[src/inc/slcf_pkg.sv]
// shared constants and types of the slave link control field logic
// assumes one node clock; framing, address match and crc are done outside
package slcf_pkg;

  // ***************************************************
  // control field encodings
  // ***************************************************
  localparam logic [7:0] CF_SNRM  = 8'h93;
  localparam logic [7:0] CF_DISC  = 8'h53;
  localparam logic [7:0] CF_UA    = 8'h73;
  localparam logic [7:0] CF_FRMR  = 8'h97;
  // low five bits of supervisory fields, final bit included
  localparam logic [4:0] CF_RR_LO  = 5'h11;
  localparam logic [4:0] CF_RNR_LO = 5'h15;
  localparam int         PF_BIT    = 4;

  // ***************************************************
  // register map, byte addresses on apb
  // ***************************************************
  localparam int         ADDR_W      = 8;
  localparam logic [7:0] REG_CTRL    = 8'h00;
  localparam logic [7:0] REG_STATUS  = 8'h04;
  localparam logic [7:0] REG_EVENTS  = 8'h08;
  localparam logic [7:0] REG_LAST    = 8'h0c;
  localparam logic [7:0] REG_COUNT   = 8'h10;
  localparam int         CTRL_EN     = 0;
  localparam int         CTRL_DISC   = 1;
  localparam logic       CTRL_EN_RST = 1'b1;
  localparam int         EV_W        = 4;
  localparam int         EV_FRMR     = 0;
  localparam int         EV_SEQ      = 1;
  localparam int         EV_BAD      = 2;
  localparam int         EV_RNR      = 3;
  localparam logic [2:0] SEQ_RST     = 3'h0;
  localparam logic [7:0] CNT_MAX     = 8'hff;

  // ***************************************************
  // types
  // ***************************************************
  typedef enum logic [0:0] {
    MODE_NDM = 1'b0,
    MODE_NRM = 1'b1
  } slcf_mode_e;

  typedef enum logic [2:0] {
    CLS_SNRM = 3'b000,
    CLS_DISC = 3'b001,
    CLS_RR   = 3'b010,
    CLS_RNR  = 3'b011,
    CLS_INFO = 3'b100,
    CLS_BAD  = 3'b101
  } slcf_class_e;

  typedef struct packed {
    slcf_class_e cls;
    logic [2:0]  nr;
    logic [2:0]  ns;
  } slcf_dec_s;

  typedef struct packed {
    logic [7:0] ctrl;
    logic       addr_ok;
    logic       crc_ok;
  } slcf_rx_s;

  typedef struct packed {
    logic [7:0] ctrl;
    logic       is_info;
  } slcf_tx_s;

endpackage : slcf_pkg

[src/logic/slcf_link_ctrl.sv]
// slave side control field logic: mode, sequence counts, response choice
// assumes an outer framer hands over one received control field per frame
// with address and crc verdicts, and sends the chosen reply field
//
// Contract
// - every frame carries poll/final set; replies always set final
// - snrm 93h, disc 53h, ua 73h
// - valid frame with invalid control field gets frame reject
// - reject unnumbered in nrm, numbered in ndm, unsupported, sequence loss
// - in ndm every valid unnumbered command gets ua
// - disc sends the slave to ndm or keeps it there
// - snrm in ndm enters nrm
// - snrm in nrm is invalid: reject and drop to ndm
// - buffer free: rr when idle, information frame when message pending; code answers rr instead when the frame acks its last info frame
// - no free buffer: answer rnr
// - incoming rnr never answered with an information frame
// - incoming nr checked against ns; equal is correct when all acked
// - after own info frame, nr equal ns plus one advances ns, releases
// - after own info frame, nr equal ns means resend it
// - any other nr is an irrecoverable sequence error
// - info ns equal own nr: forward message upward
// - info ns equal nr minus one: duplicate, acknowledge and discard
// - info ns otherwise: irrecoverable sequence error
// - three bit counts, arithmetic modulo eight
// - reset gives ndm; entering nrm clears both counts
// - accepted in-sequence info increments nr, reported in next field
// - address mismatch or bad crc: ignore, no reply
`timescale 1ns/1ns
module slcf_link_ctrl (
  // clock and reset
  input  wire logic                         i_core_clk,
  input  wire logic                         i_nrst,
  // apb slave
  input  wire logic                         i_psel,
  input  wire logic                         i_penable,
  input  wire logic                         i_pwrite,
  input  wire logic [slcf_pkg::ADDR_W-1:0]  i_paddr,
  input  wire logic [31:0]                  i_pwdata,
  output logic      [31:0]                  o_prdata,
  output logic                              o_pready,
  output logic                              o_pslverr,
  // received frame from the framer
  input  wire logic                         i_rx_valid,
  input  slcf_pkg::slcf_rx_s                i_rx,
  // upper layer status
  input  wire logic                         i_rx_buf_free,
  input  wire logic                         i_tx_msg_pending,
  // reply to the framer
  output logic                              o_tx_valid,
  output slcf_pkg::slcf_tx_s                o_tx,
  // upper layer events
  output logic                              o_rx_deliver,
  output logic                              o_rx_discard,
  output logic                              o_tx_release,
  output logic                              o_tx_resend,
  // link state
  output logic                              o_link_nrm
);

  // ***************************************************
  // state
  // ***************************************************
  slcf_pkg::slcf_mode_e   mode;
  slcf_pkg::slcf_mode_e   next_mode;
  slcf_pkg::slcf_dec_s    dec;
  logic [2:0]             nr;
  logic [2:0]             ns;
  logic [2:0]             next_nr;
  logic [2:0]             next_ns;
  logic                   last_info;
  logic                   next_last_info;
  logic                   link_en;
  logic                   disc_req;
  logic [slcf_pkg::EV_W-1:0] events;
  logic [slcf_pkg::EV_W-1:0] ev_set;
  logic [slcf_pkg::EV_W-1:0] ev_clr;
  logic [7:0]             last_rx;
  logic [7:0]             frmr_cnt;
  logic                   accept;
  logic [7:0]             next_ctrl;
  logic                   next_is_info;
  logic                   next_deliver;
  logic                   next_discard;
  logic                   next_release;
  logic                   next_resend;
  logic                   seq_err;
  logic                   ack_adv;
  logic [2:0]             ns_after;
  logic [2:0]             nr_after;
  logic                   apb_wr;
  logic                   apb_rd;

  slcf_ctrl_decode u_decode (
    .i_ctrl (i_rx.ctrl),
    .o_dec  (dec)
  );

  // drop frames with bad address or crc
  assign accept = i_rx_valid & i_rx.addr_ok & i_rx.crc_ok & link_en;

  // ***************************************************
  // response choice
  // ***************************************************
  always_comb begin
    next_mode      = mode;
    next_nr        = nr;
    next_ns        = ns;
    next_last_info = last_info;
    next_ctrl      = slcf_pkg::CF_FRMR;
    next_is_info   = 1'b0;
    next_deliver   = 1'b0;
    next_discard   = 1'b0;
    next_release   = 1'b0;
    next_resend    = 1'b0;
    seq_err        = 1'b0;
    ack_adv        = 1'b0;
    ns_after       = ns;
    nr_after       = nr;
    ev_set         = '0;
    if (accept) begin
      // nr field of every accepted frame, unnumbered ones included, against own ns
      if (dec.nr == ns) begin
        next_resend = last_info;
      end else if (last_info && dec.nr == 3'(ns + 3'h1)) begin
        ack_adv = 1'b1;
      end else begin
        seq_err = 1'b1;
      end
      if (dec.cls == slcf_pkg::CLS_INFO) begin
        if (dec.ns == nr) begin
          next_deliver = i_rx_buf_free;
        end else if (dec.ns == 3'(nr - 3'h1)) begin
          next_discard = 1'b1;
        end else begin
          seq_err = 1'b1;
        end
      end
      ns_after = ack_adv ? 3'(ns + 3'h1) : ns;
      nr_after = next_deliver ? 3'(nr + 3'h1) : nr;
      case (mode)
        slcf_pkg::MODE_NDM: begin
          if (dec.cls == slcf_pkg::CLS_SNRM) begin
            next_mode = slcf_pkg::MODE_NRM;
            next_nr   = slcf_pkg::SEQ_RST;
            next_ns   = slcf_pkg::SEQ_RST;
            next_ctrl = slcf_pkg::CF_UA;
          end else if (dec.cls == slcf_pkg::CLS_DISC) begin
            next_ctrl = slcf_pkg::CF_UA;
          end else begin
            // numbered or unknown frame in ndm
            next_ctrl = slcf_pkg::CF_FRMR;
          end
          next_last_info = 1'b0;
          next_deliver   = 1'b0;
          next_discard   = 1'b0;
          next_resend    = 1'b0;
          seq_err        = 1'b0;
        end
        slcf_pkg::MODE_NRM: begin
          if (dec.cls == slcf_pkg::CLS_SNRM ||
              dec.cls == slcf_pkg::CLS_DISC ||
              dec.cls == slcf_pkg::CLS_BAD || seq_err) begin
            // snrm, disc, bad field or lost sequence drop to ndm
            next_mode      = slcf_pkg::MODE_NDM;
            next_ctrl      = slcf_pkg::CF_FRMR;
            next_last_info = 1'b0;
            next_deliver   = 1'b0;
            next_discard   = 1'b0;
            next_resend    = 1'b0;
          end else begin
            next_ns      = ns_after;
            next_nr      = nr_after;
            next_release = ack_adv;
            if (!i_rx_buf_free) begin
              next_ctrl    = {nr_after, slcf_pkg::CF_RNR_LO};
              next_discard = 1'b0;
            // rnr poll never carries a message
            end else if (dec.cls == slcf_pkg::CLS_RNR) begin
              next_ctrl = {nr_after, slcf_pkg::CF_RR_LO};
            // pending message rides on the reply unless this frame acks own last info frame
            end else if (i_tx_msg_pending && !ack_adv) begin
              next_ctrl    = {nr_after, 1'b1, ns_after, 1'b0};
              next_is_info = 1'b1;
            end else begin
              next_ctrl = {nr_after, slcf_pkg::CF_RR_LO};
            end
            next_last_info = next_is_info;
            next_resend    = next_resend & next_is_info;
          end
        end
        default: begin
          next_mode = slcf_pkg::MODE_NDM;
        end
      endcase
      ev_set[slcf_pkg::EV_FRMR] = (next_ctrl == slcf_pkg::CF_FRMR);
      ev_set[slcf_pkg::EV_SEQ]  = seq_err;
      ev_set[slcf_pkg::EV_BAD]  = (dec.cls == slcf_pkg::CLS_BAD);
      ev_set[slcf_pkg::EV_RNR]  = (next_ctrl[4:0] == slcf_pkg::CF_RNR_LO) &&
                                  (mode == slcf_pkg::MODE_NRM);
    end
  end

  // ***************************************************
  // mode and sequence counts
  // ***************************************************
  always_ff @(posedge i_core_clk) begin
    if (!i_nrst) begin
      mode      <= slcf_pkg::MODE_NDM;
      nr        <= slcf_pkg::SEQ_RST;
      ns        <= slcf_pkg::SEQ_RST;
      last_info <= 1'b0;
    end else if (disc_req) begin
      // software disconnect; master will see a reject next poll
      mode      <= slcf_pkg::MODE_NDM;
      last_info <= 1'b0;
    end else begin
      mode      <= next_mode;
      nr        <= next_nr;
      ns        <= next_ns;
      last_info <= next_last_info;
    end
  end

  // ***************************************************
  // reply and upper layer strobes
  // ***************************************************
  always_ff @(posedge i_core_clk) begin
    if (!i_nrst) begin
      o_tx_valid   <= 1'b0;
      o_tx         <= '0;
      o_rx_deliver <= 1'b0;
      o_rx_discard <= 1'b0;
      o_tx_release <= 1'b0;
      o_tx_resend  <= 1'b0;
      o_link_nrm   <= 1'b0;
    end else begin
      // reject code chosen above is sent as is
      o_tx_valid   <= accept;
      if (accept) begin
        o_tx.ctrl    <= next_ctrl;
        o_tx.is_info <= next_is_info;
      end
      o_rx_deliver <= accept & next_deliver;
      o_rx_discard <= accept & next_discard;
      o_tx_release <= accept & next_release;
      o_tx_resend  <= accept & next_resend;
      o_link_nrm   <= disc_req ? 1'b0 : (next_mode == slcf_pkg::MODE_NRM);
    end
  end

  // ***************************************************
  // apb access
  // ***************************************************
  // zero wait states: pready is high whenever out of reset
  assign apb_wr = i_psel & i_penable & o_pready & i_pwrite;
  assign apb_rd = i_psel & ~i_penable & ~i_pwrite;

  always_ff @(posedge i_core_clk) begin
    if (!i_nrst) begin
      o_pready <= 1'b0;
    end else begin
      o_pready <= 1'b1;
    end
  end

  always_ff @(posedge i_core_clk) begin
    if (!i_nrst) begin
      link_en  <= slcf_pkg::CTRL_EN_RST;
      disc_req <= 1'b0;
    end else begin
      disc_req <= 1'b0;
      if (apb_wr && i_paddr == slcf_pkg::REG_CTRL) begin
        link_en  <= i_pwdata[slcf_pkg::CTRL_EN];
        disc_req <= i_pwdata[slcf_pkg::CTRL_DISC];
      end
    end
  end

  // write one to clear; a new event in the same cycle wins
  assign ev_clr = (apb_wr && i_paddr == slcf_pkg::REG_EVENTS) ?
                  i_pwdata[slcf_pkg::EV_W-1:0] : '0;

  always_ff @(posedge i_core_clk) begin
    if (!i_nrst) begin
      events <= '0;
    end else begin
      events <= (events & ~ev_clr) | ev_set;
    end
  end

  always_ff @(posedge i_core_clk) begin
    if (!i_nrst) begin
      last_rx  <= 8'h00;
      frmr_cnt <= 8'h00;
    end else begin
      if (accept) begin
        last_rx <= i_rx.ctrl;
      end
      if (apb_wr && i_paddr == slcf_pkg::REG_COUNT) begin
        frmr_cnt <= 8'h00;
      end else if (ev_set[slcf_pkg::EV_FRMR] &&
                   frmr_cnt != slcf_pkg::CNT_MAX) begin
        // saturates so a stuck link cannot wrap to a clean look
        frmr_cnt <= 8'(frmr_cnt + 8'h01);
      end
    end
  end

  // read data sampled in setup phase, held through access
  always_ff @(posedge i_core_clk) begin
    if (!i_nrst) begin
      o_prdata  <= 32'h0000_0000;
      o_pslverr <= 1'b0;
    end else if (i_psel && !i_penable) begin
      o_prdata  <= 32'h0000_0000;
      o_pslverr <= 1'b0;
      case (i_paddr)
        slcf_pkg::REG_CTRL: begin
          if (apb_rd) begin
            o_prdata[slcf_pkg::CTRL_EN] <= link_en;
          end
        end
        slcf_pkg::REG_STATUS: begin
          if (apb_rd) begin
            o_prdata[0]     <= (mode == slcf_pkg::MODE_NRM);
            o_prdata[6:4]   <= nr;
            o_prdata[10:8]  <= ns;
            o_prdata[12]    <= last_info;
          end
        end
        slcf_pkg::REG_EVENTS: begin
          if (apb_rd) begin
            o_prdata[slcf_pkg::EV_W-1:0] <= events;
          end
        end
        slcf_pkg::REG_LAST: begin
          if (apb_rd) begin
            o_prdata[7:0]  <= last_rx;
            o_prdata[15:8] <= o_tx.ctrl;
          end
        end
        slcf_pkg::REG_COUNT: begin
          if (apb_rd) begin
            o_prdata[7:0] <= frmr_cnt;
          end
        end
        default: begin
          o_pslverr <= 1'b1;
        end
      endcase
    end
  end

endmodule : slcf_link_ctrl

[src/logic/slcf_ctrl_decode.sv]
// classifier of a received control field
// purely combinational; the caller registers whatever it derives from it
`timescale 1ns/1ns
module slcf_ctrl_decode (
  // field in
  input  wire logic [7:0]        i_ctrl,
  // class and counts out
  output slcf_pkg::slcf_dec_s    o_dec
);

  // ***************************************************
  // decode
  // ***************************************************
  always_comb begin
    o_dec.nr  = i_ctrl[7:5];
    o_dec.ns  = i_ctrl[3:1];
    o_dec.cls = slcf_pkg::CLS_BAD;
    if (i_ctrl[slcf_pkg::PF_BIT]) begin
      if (!i_ctrl[0]) begin
        o_dec.cls = slcf_pkg::CLS_INFO;
      end else if (!i_ctrl[1]) begin
        if (i_ctrl[4:0] == slcf_pkg::CF_RR_LO) begin
          o_dec.cls = slcf_pkg::CLS_RR;
        end else if (i_ctrl[4:0] == slcf_pkg::CF_RNR_LO) begin
          o_dec.cls = slcf_pkg::CLS_RNR;
        end
      end else if (i_ctrl == slcf_pkg::CF_SNRM) begin
        o_dec.cls = slcf_pkg::CLS_SNRM;
      end else if (i_ctrl == slcf_pkg::CF_DISC) begin
        o_dec.cls = slcf_pkg::CLS_DISC;
      end
    end
  end

endmodule : slcf_ctrl_decode

[config.mk]
export PLATFORM = sky130hd
export DESIGN_NAME = slcf_link_ctrl
export DESIGN_NICKNAME = d
export VERILOG_FILES = /design/src/inc/slcf_pkg.sv /design/src/logic/slcf_link_ctrl.sv /design/src/logic/slcf_ctrl_decode.sv
export SDC_FILE = /design/constraint.sdc
export NUM_CORES = 1
export LEC_CHECK = 0
export BUFFER_PORTS_ARGS = -buffer_cell sky130_fd_sc_hd__buf_2
export CELL_PAD_IN_SITES_DETAIL_PLACEMENT = 1
export CELL_PAD_IN_SITES_GLOBAL_PLACEMENT = 1
export CORE_AREA = 2 2 98 100
export CTS_CLUSTER_DIAMETER = 30
export DETAILED_ROUTE_END_ITERATION = 16
export DIE_AREA = 0 0 100 102
export HOLD_SLACK_MARGIN = 0.03
export PLACE_DENSITY = 0.79
export SYNTH_ARGS = -nofsm -noshare
export SYNTH_HDL_FRONTEND = slang
export SYNTH_SLANG_ARGS = --single-unit
[constraint.sdc]
create_clock -name i_core_clk -period 2.2 [get_ports i_core_clk]
set_input_delay 0.44 -clock i_core_clk [delete_from_list [all_inputs] [get_ports i_core_clk]]
set_output_delay 0.44 -clock i_core_clk [all_outputs]
set_load 0.03 [all_outputs]
### After elaboration in Yosys (flattened, before gate mapping)

Cells that the tools add are included.

| cells by class | value |
|---|---|
| reduce and logical (&&, ||, !) cells | 20 |
| mux-type cells | 85 |
| add/subtract/negate cells | 4 |
| equal/unequal tests | 21 |
| bitwise operators | 21 |

Operator list:

| kind | count |
|---|---|
| $mux W3 | 15 |
| $mux W1 | 44 |
| $mux W8 | 5 |
| $mux W4 | 6 |
| $pmux W3 S2 | 3 |
| $pmux W3 S3 | 2 |
| $eq A8 B4 Y1 const B | 2 |
| $eq A8 B8 Y1 const B | 2 |
| $mux W16 | 1 |
| $pmux W8 S2 | 1 |
| $eq A5 B5 Y1 const B | 3 |
| $pmux W1 S2 | 7 |
| $and A1 B1 Y1 | 13 |
| $eq A3 B3 Y1 | 4 |
| $add A8 B1 Y8 const B | 1 |
| $eq A8 B3 Y1 const B | 1 |
| $eq A8 B5 Y1 const B | 1 |
| $eq A8 B7 Y1 const B | 1 |
| $logic_and A1 B1 Y1 | 8 |
| $logic_not A8 Y1 | 1 |
| $ne A8 B8 Y1 const B | 1 |
| $add A3 B1 Y3 const B | 2 |
| $eq A3 B3 Y1 const B | 2 |
| $not A1 Y1 | 5 |
| 15 further kinds | 20 |

| storage, ports and cells | value |
|---|---|
| bits in registers | 62 |
| bits of input ports | 58 |
| word-level logic and storage cells | 170 |
| output and inout bits | 49 |

### Logic depth before layout (Yosys ltp)

Gate-level depths: netlist of run 1.

| depth | value |
|---|---|
| word-level depth | 19 |
| gate-level depth with buffers | 9 |

### Cells and area by module

From an unflattened synthesis of run 1, not the netlist that was laid out.

| unflattened totals | value |
|---|---|
| cells, all modules | 390 |
| area total of the unflattened synthesis | 3315.7 um^2 |

Modules (own cells, without submodules):

| module | times used | area each (um^2) | seq. area each (um^2) | cells each |
|---|---|---|---|---|
| slcf_link_ctrl | 1 | 3206.8 | 1241.2 | 375 |
| slcf_ctrl_decode | 1 | 108.9 | 0.0 | 15 |

### Worst setup path before layout of run 1

OpenSTA, ideal clock, no wires.

| timing | value |
|---|---|
| path type | input port to flip-flop |
| start point | input i_rx[4] (netlist name) |
| end point | register frmr_cnt[6] |
| setup slack | 143 ps |
| setup time | 140 ps |
| required time | 2060 ps |
| cell stages on the path | 8 |
| arrival time | 1917 ps |
| buffers on the path | 2 |
| cell sequence | buf_2 -> o21ai_0 -> o211ai_4 -> a221oi_4 -> nand2_4 -> buf_6 -> a31oi_1 -> a211oi_2 |

| on the way | value |
|---|---|
| cells in the longest elaborated chain, start to end | 16 |
| elaborated cells on any way between the ends | 39 |
| those cells by class | eq/ne: 11; mux: 23; reduce/logical: 5 |

Ends and longest elaborated chain:

| what | line | text |
|---|---|---|
| start, declared | slcf_link_ctrl.sv:44 | `input slcf_pkg::slcf_rx_s i_rx,` |
| $eq A8 B7 Y1 / $eq A5 B5 Y1 (equally long branches) | slcf_ctrl_decode.sv:29, slcf_ctrl_decode.sv:24 |  |
| $mux W3 (on tied branches) | slcf_ctrl_decode.sv:29, slcf_ctrl_decode.sv:24 |  |
| $mux W3 (on tied branches) | slcf_ctrl_decode.sv:27, slcf_ctrl_decode.sv:22 |  |
| $mux W3 | slcf_ctrl_decode.sv:21 | `end else if (!i_ctrl[1]) begin` |
| $mux W3 | slcf_ctrl_decode.sv:19 | `if (!i_ctrl[0]) begin` |
| $mux W3 | slcf_ctrl_decode.sv:18 | `if (i_ctrl[slcf_pkg::PF_BIT]) begin` |
| $eq A3 B3 Y1 (tied with other cells) | slcf_link_ctrl.sv:129 | `if (dec.cls == slcf_pkg::CLS_INFO) begin` |
| $mux W1 / $logic_or A1 B1 Y1 (equally long branches) | slcf_link_ctrl.sv:129, slcf_link_ctrl.sv:160 |  |
| $mux W1 / $logic_or A1 B1 Y1 (equally long branches) | slcf_link_ctrl.sv:120, slcf_link_ctrl.sv:161 |  |
| $mux W3 / $logic_or A1 B1 Y1 (equally long branches) | slcf_link_ctrl.sv:139, slcf_link_ctrl.sv:162 |  |
| $mux W8 | slcf_link_ctrl.sv:160 | `if (dec.cls == slcf_pkg::CLS_SNRM \|\|` |
| $pmux W8 S2 * | slcf_link_ctrl.sv:140 | `case (mode)` |
| $mux W8 * | slcf_link_ctrl.sv:120 | `if (accept) begin` |
| $eq A8 B8 Y1 * | slcf_link_ctrl.sv:195 | `ev_set[slcf_pkg::EV_FRMR] = (next_ctrl == slcf_pkg::CF_FRMR);` |
| $mux W4 * | slcf_link_ctrl.sv:120 |  |
| $logic_and A1 B1 Y1 * | slcf_link_ctrl.sv:301 | `end else if (ev_set[slcf_pkg::EV_FRMR] &&` |
| end signal, assigned | slcf_link_ctrl.sv:304 | `frmr_cnt <= 8'(frmr_cnt + 8'h01);` |
| end, declared | slcf_link_ctrl.sv:78 | `logic [7:0] frmr_cnt;` |

Mark *: on every way between the ends. The rest lies on a longest branch, timed or not. The select of a mux whose other input is x is not followed.
A chain may end at the register's enable or synchronous reset.

### Worst setup path in the final report of run 1

| timing | value |
|---|---|
| start point | register nr[0] |
| end point | register ns[2] |

| on the way | value |
|---|---|
| cells in the longest elaborated chain, start to end | 9 |
| elaborated cells on any way between the ends | 10 |
| those cells by class | add/sub: 1; eq/ne: 3; mux: 4; reduce/logical: 2 |

Ends and longest elaborated chain:

| what | line | text |
|---|---|---|
| start, declared | slcf_link_ctrl.sv:66 | `logic [2:0] nr;` |
| start signal, assigned | slcf_link_ctrl.sv:209 | `nr <= slcf_pkg::SEQ_RST;` |
| start signal, assigned | slcf_link_ctrl.sv:218 | `nr <= next_nr;` |
| $sub A3 B1 Y3 | slcf_link_ctrl.sv:132 | `end else if (dec.ns == 3'(nr - 3'h1)) begin` |
| $eq A3 B3 Y1 | slcf_link_ctrl.sv:132 |  |
| $mux W1 | slcf_link_ctrl.sv:132 |  |
| $mux W1 * | slcf_link_ctrl.sv:130 | `if (dec.ns == nr) begin` |
| $mux W1 * | slcf_link_ctrl.sv:129 |  |
| $mux W1 * | slcf_link_ctrl.sv:120 |  |
| $logic_or A1 B1 Y1 * | slcf_link_ctrl.sv:162 | `dec.cls == slcf_pkg::CLS_BAD \|\| seq_err) begin` |
| $ne A2 B2 Y1 (no line) * | n/a |  |
| $reduce_and A4 Y1 (no line) * | n/a |  |
| end signal, assigned | slcf_link_ctrl.sv:210 | `ns <= slcf_pkg::SEQ_RST;` |
| end signal, assigned | slcf_link_ctrl.sv:219 | `ns <= next_ns;` |
| end, declared | slcf_link_ctrl.sv:67 | `logic [2:0] ns;` |

Marks and branches as above.

==> impl_summary.log, run 1 <==
[metrics] run status: complete, no violations
[metrics] later-pin clock latency in the skew report: 350 ps
[metrics] antenna violations before repair: 0
[metrics] Max clock buf depth: 2
[metrics] Port Buf Inserts: 62
[metrics] net count of the finished layout: 545
[metrics] leading area contributor after synthesis: sky130_fd_sc_hd__dfxtp_1
[metrics] static power due to leakage: 1.836 nW
[metrics] logic gate share of total power: 13.7%
[metrics] peak clock frequency supported by timing: 468.0 MHz
[metrics] most area-consuming cells after synthesis: sky130_fd_sc_hd__dfxtp_1 (37%), sky130_fd_sc_hd__nand2_1 (5.9%), sky130_fd_sc_hd__mux2i_1 (3.5%), sky130_fd_sc_hd__buf_4 (3.5%), sky130_fd_sc_hd__nor2b_1 (3.1%)
[metrics] total CTS buffers: 9
[metrics] via-per-instance ratio: 5.536
[metrics] switching power of the nets: 0.0006713 W
[metrics] number of detailed-routing iterations run before antenna repair: 5
[metrics] post-detailed-routing wire length: 11330 µm
[metrics] root buffer selected by CTS: sky130_fd_sc_hd__clkbuf_8
[metrics] std cell rows: 35
[metrics] placer congestion estimate: 0.8694
[metrics] synthesized-area fraction occupied by adder cells: 1.475%
[metrics] asr flop ratio synth: 0%
[metrics] worst reg-to-reg setup slack: 60 ps
[metrics] sort of element at the end of the critical path: register
[metrics] detail-routed net length per standard cell: 18.98 µm
[metrics] Sum Neg Setup Slack: 0 ps
[metrics] synth unique cells: 71
[metrics] die area: 0.01020 mm²
[metrics] global route overflow: 0
[metrics] die width: 100 µm
[metrics] maximum number of pins on one net before global-route repair: 26
[metrics] vias: 3305
[metrics] number of storage elements in the synthesis netlist: 62
[metrics] worst setup skew after layout: 10.68 ps
[metrics] hpwl dp: 8631 µm
[metrics] fraction of the mapped netlist area in simple logic gates: 22.94%
[metrics] layout cells sized above 1: 33.13%
[metrics] arrival time at the worst endpoint: 2420 ps
[metrics] commonest cells after routing, fill and taps aside: sky130_fd_sc_hd__buf_2 (62), sky130_fd_sc_hd__dfxtp_1 (58), sky130_fd_sc_hd__nand2_1 (53), sky130_fd_sc_hd__buf_4 (50), sky130_fd_sc_hd__nor2_1 (19)
[metrics] multiplexer share of the synthesized area: 4.204%
[metrics] met3 Use GR: 3.352%
[metrics] DRC Markers: 0
[metrics] setup violation total in the final timing report: 0
[metrics] Post-Place Setup Slack: -153.8 ps
[metrics] dominant combinational cell family by area after synthesis: simple AND/OR/NAND/NOR gates
[metrics] Tot GR Track Use: 22.56%
[metrics] category of the critical setup timing path: reg2reg
[metrics] compound-cell area share of the yosys netlist: 22.42%
[metrics] hold violation count in the final report: 0
[metrics] net switching fraction of the power: 28.62%
[metrics] number of DRC markers in iteration 0: 141
[metrics] synthesized instance count: 380
[metrics] final hold slack: 346.1 ps
[metrics] met2 track demand over resource in global routing: 40.44%
[metrics] Max-cap violations: 0
[metrics] maximum fanout encountered on the critical timing path: 6
[metrics] Yosys warning count: 0
[metrics] Flop pwr share: 49.2%
[metrics] launching point of the worst reg2reg path: nr[0]
[metrics] final critical-path setup slack: 63.34 ps
[metrics] Critical Path Source Type: register
[metrics] RSZ-0062 raised after global routing: no
[metrics] path type of the worst min-delay path: in2reg
[metrics] worst flop-to-flop path endpoint: ns[2]
[metrics] slew at the pin closest to its max-slew limit: 547.1 ps
[metrics] critical path required time: 2480 ps
[metrics] post-synthesis to final-layout area growth: 26.07%
[metrics] initial core utilization: 37.25%
[metrics] final cell area excluding filler cells: 0.004278 mm²
[metrics] first-pass GRT wire length: 17740 µm
[metrics] Worst Hold Launch: i_pwdata[0]
[metrics] total design power: 0.002345 W
[metrics] Max IR drop VDD: 0.2155 mV
[metrics] area of the core region: 0.009109 mm²
[metrics] sink count of the clock tree: 62
[metrics] number of global-route vias before repair: 3425
[metrics] final critical delay including setup and external delays: 2137 ps
[metrics] I/O pins: 107
[metrics] parity-gate share of the synthesized area counting xor and xnor cells: 4.941%
[metrics] register area share after synthesis: 36.58%
[metrics] clock tree from TritonCTS: done
[metrics] antenna diode instance count: 0
[metrics] Internal Power: 0.001674 W
[metrics] filler cell count in the final layout: 1104
[metrics] most used routing layer: met2
[metrics] Avg Inst Size Synth: 8.930 µm²
[metrics] worst-case reg-to-reg path depth: 9
[metrics] cell count of the worst hold path: 3
[metrics] height of the die: 102 µm
[metrics] part of the cycle the worst path needs: 97.12%
[metrics] terminating pin of the worst hold path: link_en
[metrics] placed cell areas: 0.004059 mm²
[metrics] clock transition at the registers of the reported paths: 70 ps
[metrics] cts hold-fix bufs: 0
[metrics] netlist area before placement: 0.003393 mm²
[metrics] number of slew-limit violations in the final report: 0
[metrics] most common library cell in the layout ignoring fill and taps: sky130_fd_sc_hd__buf_2
[metrics] global routing met1 resource utilization: 26.77%
[metrics] most frequently used flop master after synthesis: sky130_fd_sc_hd__dfxtp_1
[metrics] number of antenna-violating nets in the routed design: 0
[metrics] Slew HR: 63.28%
[metrics] area share of the largest cell type after synthesis: 36.58%
[metrics] CTS H-Tree Depth: 3
[metrics] clock network power share: 37.2%
[metrics] pwr dens: 548.2 mW/mm²
[metrics] number of synthesized flops with an enable pin: 0
[critical path, cell delays in order, from the launching register on]
cell and delay (ps):
sky130_fd_sc_hd__dfxtp_4 390, sky130_fd_sc_hd__inv_2 60, sky130_fd_sc_hd__ha_4 260, sky130_fd_sc_hd__xor2_1 150
sky130_fd_sc_hd__nand3_1 150, sky130_fd_sc_hd__a31o_2 300, sky130_fd_sc_hd__buf_4 140, sky130_fd_sc_hd__o2bb2a_4 200
sky130_fd_sc_hd__and2_4 210, sky130_fd_sc_hd__mux2i_1 200
[area by class of cell]
| type | instances | area [µm²] | share of cell area (%) |
|---|---|---|---|
| Timing Repair Buffer | 113 | 696.9 | 16.29 |
| Sequential cell | 62 | 1249 | 29.19 |
| Clock buffer | 10 | 137.6 | 3.217 |
| Clock inverter | 4 | 25.02 | 0.5850 |
| Tap cell | 111 | 138.9 | 3.247 |
| Multi-Input combinational cell | 288 | 1997 | 46.68 |
| Inverter | 9 | 33.78 | 0.7897 |
[synthesized netlist by cell type, drive strengths merged, types with 8 or more instances]
cell / instances
nor2b: 17
nand4: 8
a21oi: 12
inv: 9
mux2i: 12
a21boi: 13
nand2: 54
clkbuf: 13
a22oi: 11
xor2: 9
dfxtp: 62
buf: 23
o21ai: 16
nand3: 10
nor2: 19
[sequential cells by signal, indices dropped and copies added (netlist names), 3 cells and up]
signal,cells
o_tx,9
ns,3
last_rx,8
frmr_cnt,8
nr,3
o_prdata,16
events,4
[cell families (layout without fill, tap and decap cells)]
logic type / Yosys count / count (layout)
flip-flops: 62 / 62
AO/OA/AOI/OAI: 94 / 94
AND/OR/NAND/NOR: 146 / 146
buffers and inverters: 45 / 136
multiplexers: 13 / 13
XOR/XNOR: 15 / 15
other: 1 / 16
adder cells (fa/ha/maj): 4 / 4
[worst max path at each step]
stage | slack [ps] | end | start
after CTS | -6 | o_tx_resend | nr[0]
final | 60 | ns[2] | nr[0]
after floorplan | 140 | frmr_cnt[6] | i_rx[4]
after global placement | -50 | o_tx_resend | i_rx[5]
after global routing | 3 | ns[2] | nr[0]
after detailed placement | -150 | ns[2] | i_rx[5]
[metal layers]
layer,vias to the layer above,share of wire [%]
met2,100,51
met5,-,0
met1,1641,42
met3,23,3.8
met4,0,2.6
li1,1541,-
[stage by stage]
step | instances | utilization [%]
floorplan | 395 | -
global route | 597 | 46.96
CTS | 596 | 46.36
detailed placement | 582 | 44.56
global placement | 582 | 44.56
finish | 597 | 46.96
[power groups by stage]
stage / clock network [W] / registers (W) / logic, W
after floorplan: 0 / 0.00120 / 0.000189
after global placement: 0 / 0.00118 / 0.000301
after detailed placement: 0 / 0.00118 / 0.000312
after CTS: 0.000886 / 0.00115 / 0.000314
after global routing: 0.000941 / 0.00115 / 0.000343
final: 0.000872 / 0.00115 / 0.000321
[what timing repair did]
action | CTS | global route
pin swaps | 1 | 2
setup endpoints to repair | 13 | 22
setup buffers | 0 | 1
gates resized for setup | 1 | 12
No activity file was read; power rests on OpenSTA's default activity.
==> run 2: changes to the inputs <==
--- a/constraint.sdc
+++ b/constraint.sdc
@@ -3,2 +3,2 @@
 set_output_delay 0.44 -clock i_core_clk [all_outputs]
-set_load 0.03 [all_outputs]
+set_load 0.1 [all_outputs]
==> impl_summary.log, run 2 (synthesized netlist as in run 1, its figures left out) <==
[metrics] run status: complete, no violations
[metrics] largest reg by FF count: o_prdata
[metrics] path type of the worst min-delay path: in2reg
[metrics] final critical delay including setup and external delays: 2167 ps (+30.73 ps)
[metrics] part of the cycle the worst path needs: 98.52% (+1.4 points)
[metrics] die area: 0.01020 mm² (unchanged)
[metrics] final cell area excluding filler cells: 0.004235 mm² (-0.99%)
[metrics] Max-cap violations: 0 (unchanged)
[metrics] category of the critical setup timing path: reg2reg
[metrics] Largest regs: o_prdata (16), o_tx (9)
[metrics] number of antenna-violating nets in the routed design: 0 (unchanged)
[metrics] Largest register FFs: 16 (unchanged)
[metrics] root buffer selected by CTS: sky130_fd_sc_hd__clkbuf_8
[metrics] Worst Hold Launch: i_pwdata[0]
[metrics] Tot GR Track Use: 21.50% (-1.1 points)
[metrics] setup violation total in the final timing report: 0 (unchanged)
[metrics] sort of element at the end of the critical path: register
[metrics] crit-path max cell delay: 420 ps (+30 ps)
[metrics] total design power: 0.002491 W (+6.2%)
[metrics] static power due to leakage: 1.799 nW (-2.0%)
[metrics] sink count of the clock tree: 62 (unchanged)
[metrics] Max IR drop VDD: 0.2179 mV (+1.1%)
[metrics] Max clock buf depth: 2 (unchanged)
[metrics] number of global-route vias before repair: 3374 (-1.5%)
[metrics] via-per-instance ratio: 5.461 (-1.4%)
[metrics] global route overflow: 0 (unchanged)
[metrics] net count of the finished layout: 536 (-1.7%)
[metrics] commonest cells after routing, fill and taps aside: sky130_fd_sc_hd__buf_2 (62), sky130_fd_sc_hd__dfxtp_1 (58), sky130_fd_sc_hd__nand2_1 (53), sky130_fd_sc_hd__buf_4 (41), sky130_fd_sc_hd__nor2_1 (19)
[metrics] final critical-path setup slack: 32.61 ps (-30.73 ps)
[metrics] DRC Markers: 0 (unchanged)
[metrics] Post-Place Setup Slack: -148.3 ps (+5.504 ps)
[metrics] placer congestion estimate: 0.8935 (+2.8%)
[metrics] placed cell count: 574 (-1.4%)
[metrics] layout cells sized above 1: 32.15% (-0.98 points)
[metrics] number of buffer and inverter instances along the worst setup path: 2 (unchanged)
[metrics] std cell rows: 35 (unchanged)
[metrics] I/O pins: 107 (unchanged)
[metrics] clock tree from TritonCTS: done
[metrics] initial core utilization: 37.25% (unchanged)
[metrics] height of the die: 102 µm (unchanged)
[metrics] most used cell, CP: sky130_fd_sc_hd__buf_4
[metrics] die width: 100 µm (unchanged)
[metrics] CTS H-Tree Depth: 3 (unchanged)
[metrics] first-pass GRT wire length: 16960 µm (-4.4%)
[metrics] antenna violations before repair: 0 (unchanged)
[metrics] Top Family by Delay on Critical Path: simple AND/OR/NAND/NOR gates
[metrics] post-synthesis to final-layout area growth: 24.82%
[metrics] later-pin clock latency in the skew report: 360 ps (about the same)
[metrics] antenna diode instance count: 0 (unchanged)
[metrics] arrival time at the worst endpoint: 2460 ps (+40 ps)
[metrics] clock transition at the registers of the reported paths: 70 ps (about the same)
[metrics] number of DRC markers in iteration 0: 110 (-22%)
[metrics] Worst path slowest cell: sky130_fd_sc_hd__or3_1
[metrics] Layout Cells excl Fill: 590 (-1.2%)
[metrics] hpwl dp: 8200 µm (-5.0%)
[metrics] final hold slack: 325.7 ps (-20.37 ps)
[metrics] maximum number of pins on one net before global-route repair: 44 (+69%)
[metrics] number of slew-limit violations in the final report: 0 (unchanged)
[metrics] worst setup skew after layout: 7.768 ps (-2.911 ps)
[metrics] startpoint of the worst setup timing path: nr[0]
[metrics] peak clock frequency supported by timing: 461.4 MHz (-1.4%)
[metrics] critical path required time: 2490 ps (about the same)
[metrics] Critical Path Source Type: register
[metrics] area of the core region: 0.009109 mm² (unchanged)
[metrics] detail-routed net length per standard cell: 18.32 µm (-3.5%)
[metrics] most common library cell in the layout ignoring fill and taps: sky130_fd_sc_hd__buf_2
[metrics] filler cell count in the final layout: 1111 (+0.63%)
[metrics] Port Buf Inserts: 62 (unchanged)
[metrics] vias: 3222 (-2.5%)
[metrics] cts hold-fix bufs: 0 (unchanged)
[metrics] hold violation count in the final report: 0 (unchanged)
[metrics] launching point of the worst reg2reg path: nr[0]
[metrics] number of detailed-routing iterations run before antenna repair: 4 (-1)
[metrics] post-detailed-routing wire length: 10810 µm (-4.6%)
[metrics] maximum fanout encountered on the critical timing path: 6 (unchanged)
[metrics] ordered list of cells on the worst path: buf_4, xor2_1, or3_1, a31o_2, buf_4, o2bb2a_4, and2_4, mux2i_1
[metrics] total CTS buffers: 9 (unchanged)
[metrics] pwr dens: 588.2 mW/mm² (+7.3%)
[metrics] placed cell areas: 0.004015 mm² (-1.1%)
==> run 2: final cells by class <==
type / instances / area (µm²) / area share (%)
Clock buffer: 10 / 127.6 / 3.013
Clock inverter: 6 / 38.79 / 0.9158
Inverter: 9 / 33.78 / 0.7976
Multi-Input combinational cell: 288 / 2009 / 47.44
Sequential cell: 62 / 1249 / 29.48
Tap cell: 111 / 138.9 / 3.279
Timing Repair Buffer: 104 / 638.1 / 15.07
==> run 2: path summary, 6_finish.rpt <==
kind,endpoint,cells after the start,slack (ps)
max reg2reg,ns[2],8,30
max,ns[2],8,30
min reg2reg,last_rx[3],2,480
min,link_en,3,330
==> run 2: tightest hold or removal path: stages <==
cell	delay [ps]
sky130_fd_sc_hd__buf_2	90
sky130_fd_sc_hd__mux2i_1	60
sky130_fd_sc_hd__nand2_1	60
==> run 2: metrics by stage <==
stage          util [%]  TNS (ps)
6_report          46.50         0
5_1_grt           46.50    -45.60
4_1_cts           45.96         0
3_5_place_dp      44.08     -1210
3_3_place_gp      44.08    -275.9
2_1_floorplan         -         0
==> run 2: repair_timing <==
item / 4_1_cts / 5_1_grt
pin swaps: 0 / 3
setup buffers: 0 / 0
resized for setup: 1 / 9
setup endpoints to repair: 1 / 25
==> run 2: report_power, final <==
group,internal [W],switching (W)
logic,0.000110,0.000338
registers,0.00114,0.0000163
clock network,0.000404,0.000483
==> run 2: per-layer routing <==
metal	track usage (%)	routed length (µm)	vias up
met2	38.67	5502	93
li1	-	-	1521
met3	4.651	494	15
met1	25.20	4614	1593
met4	8.114	196	0
met5	0	0	-
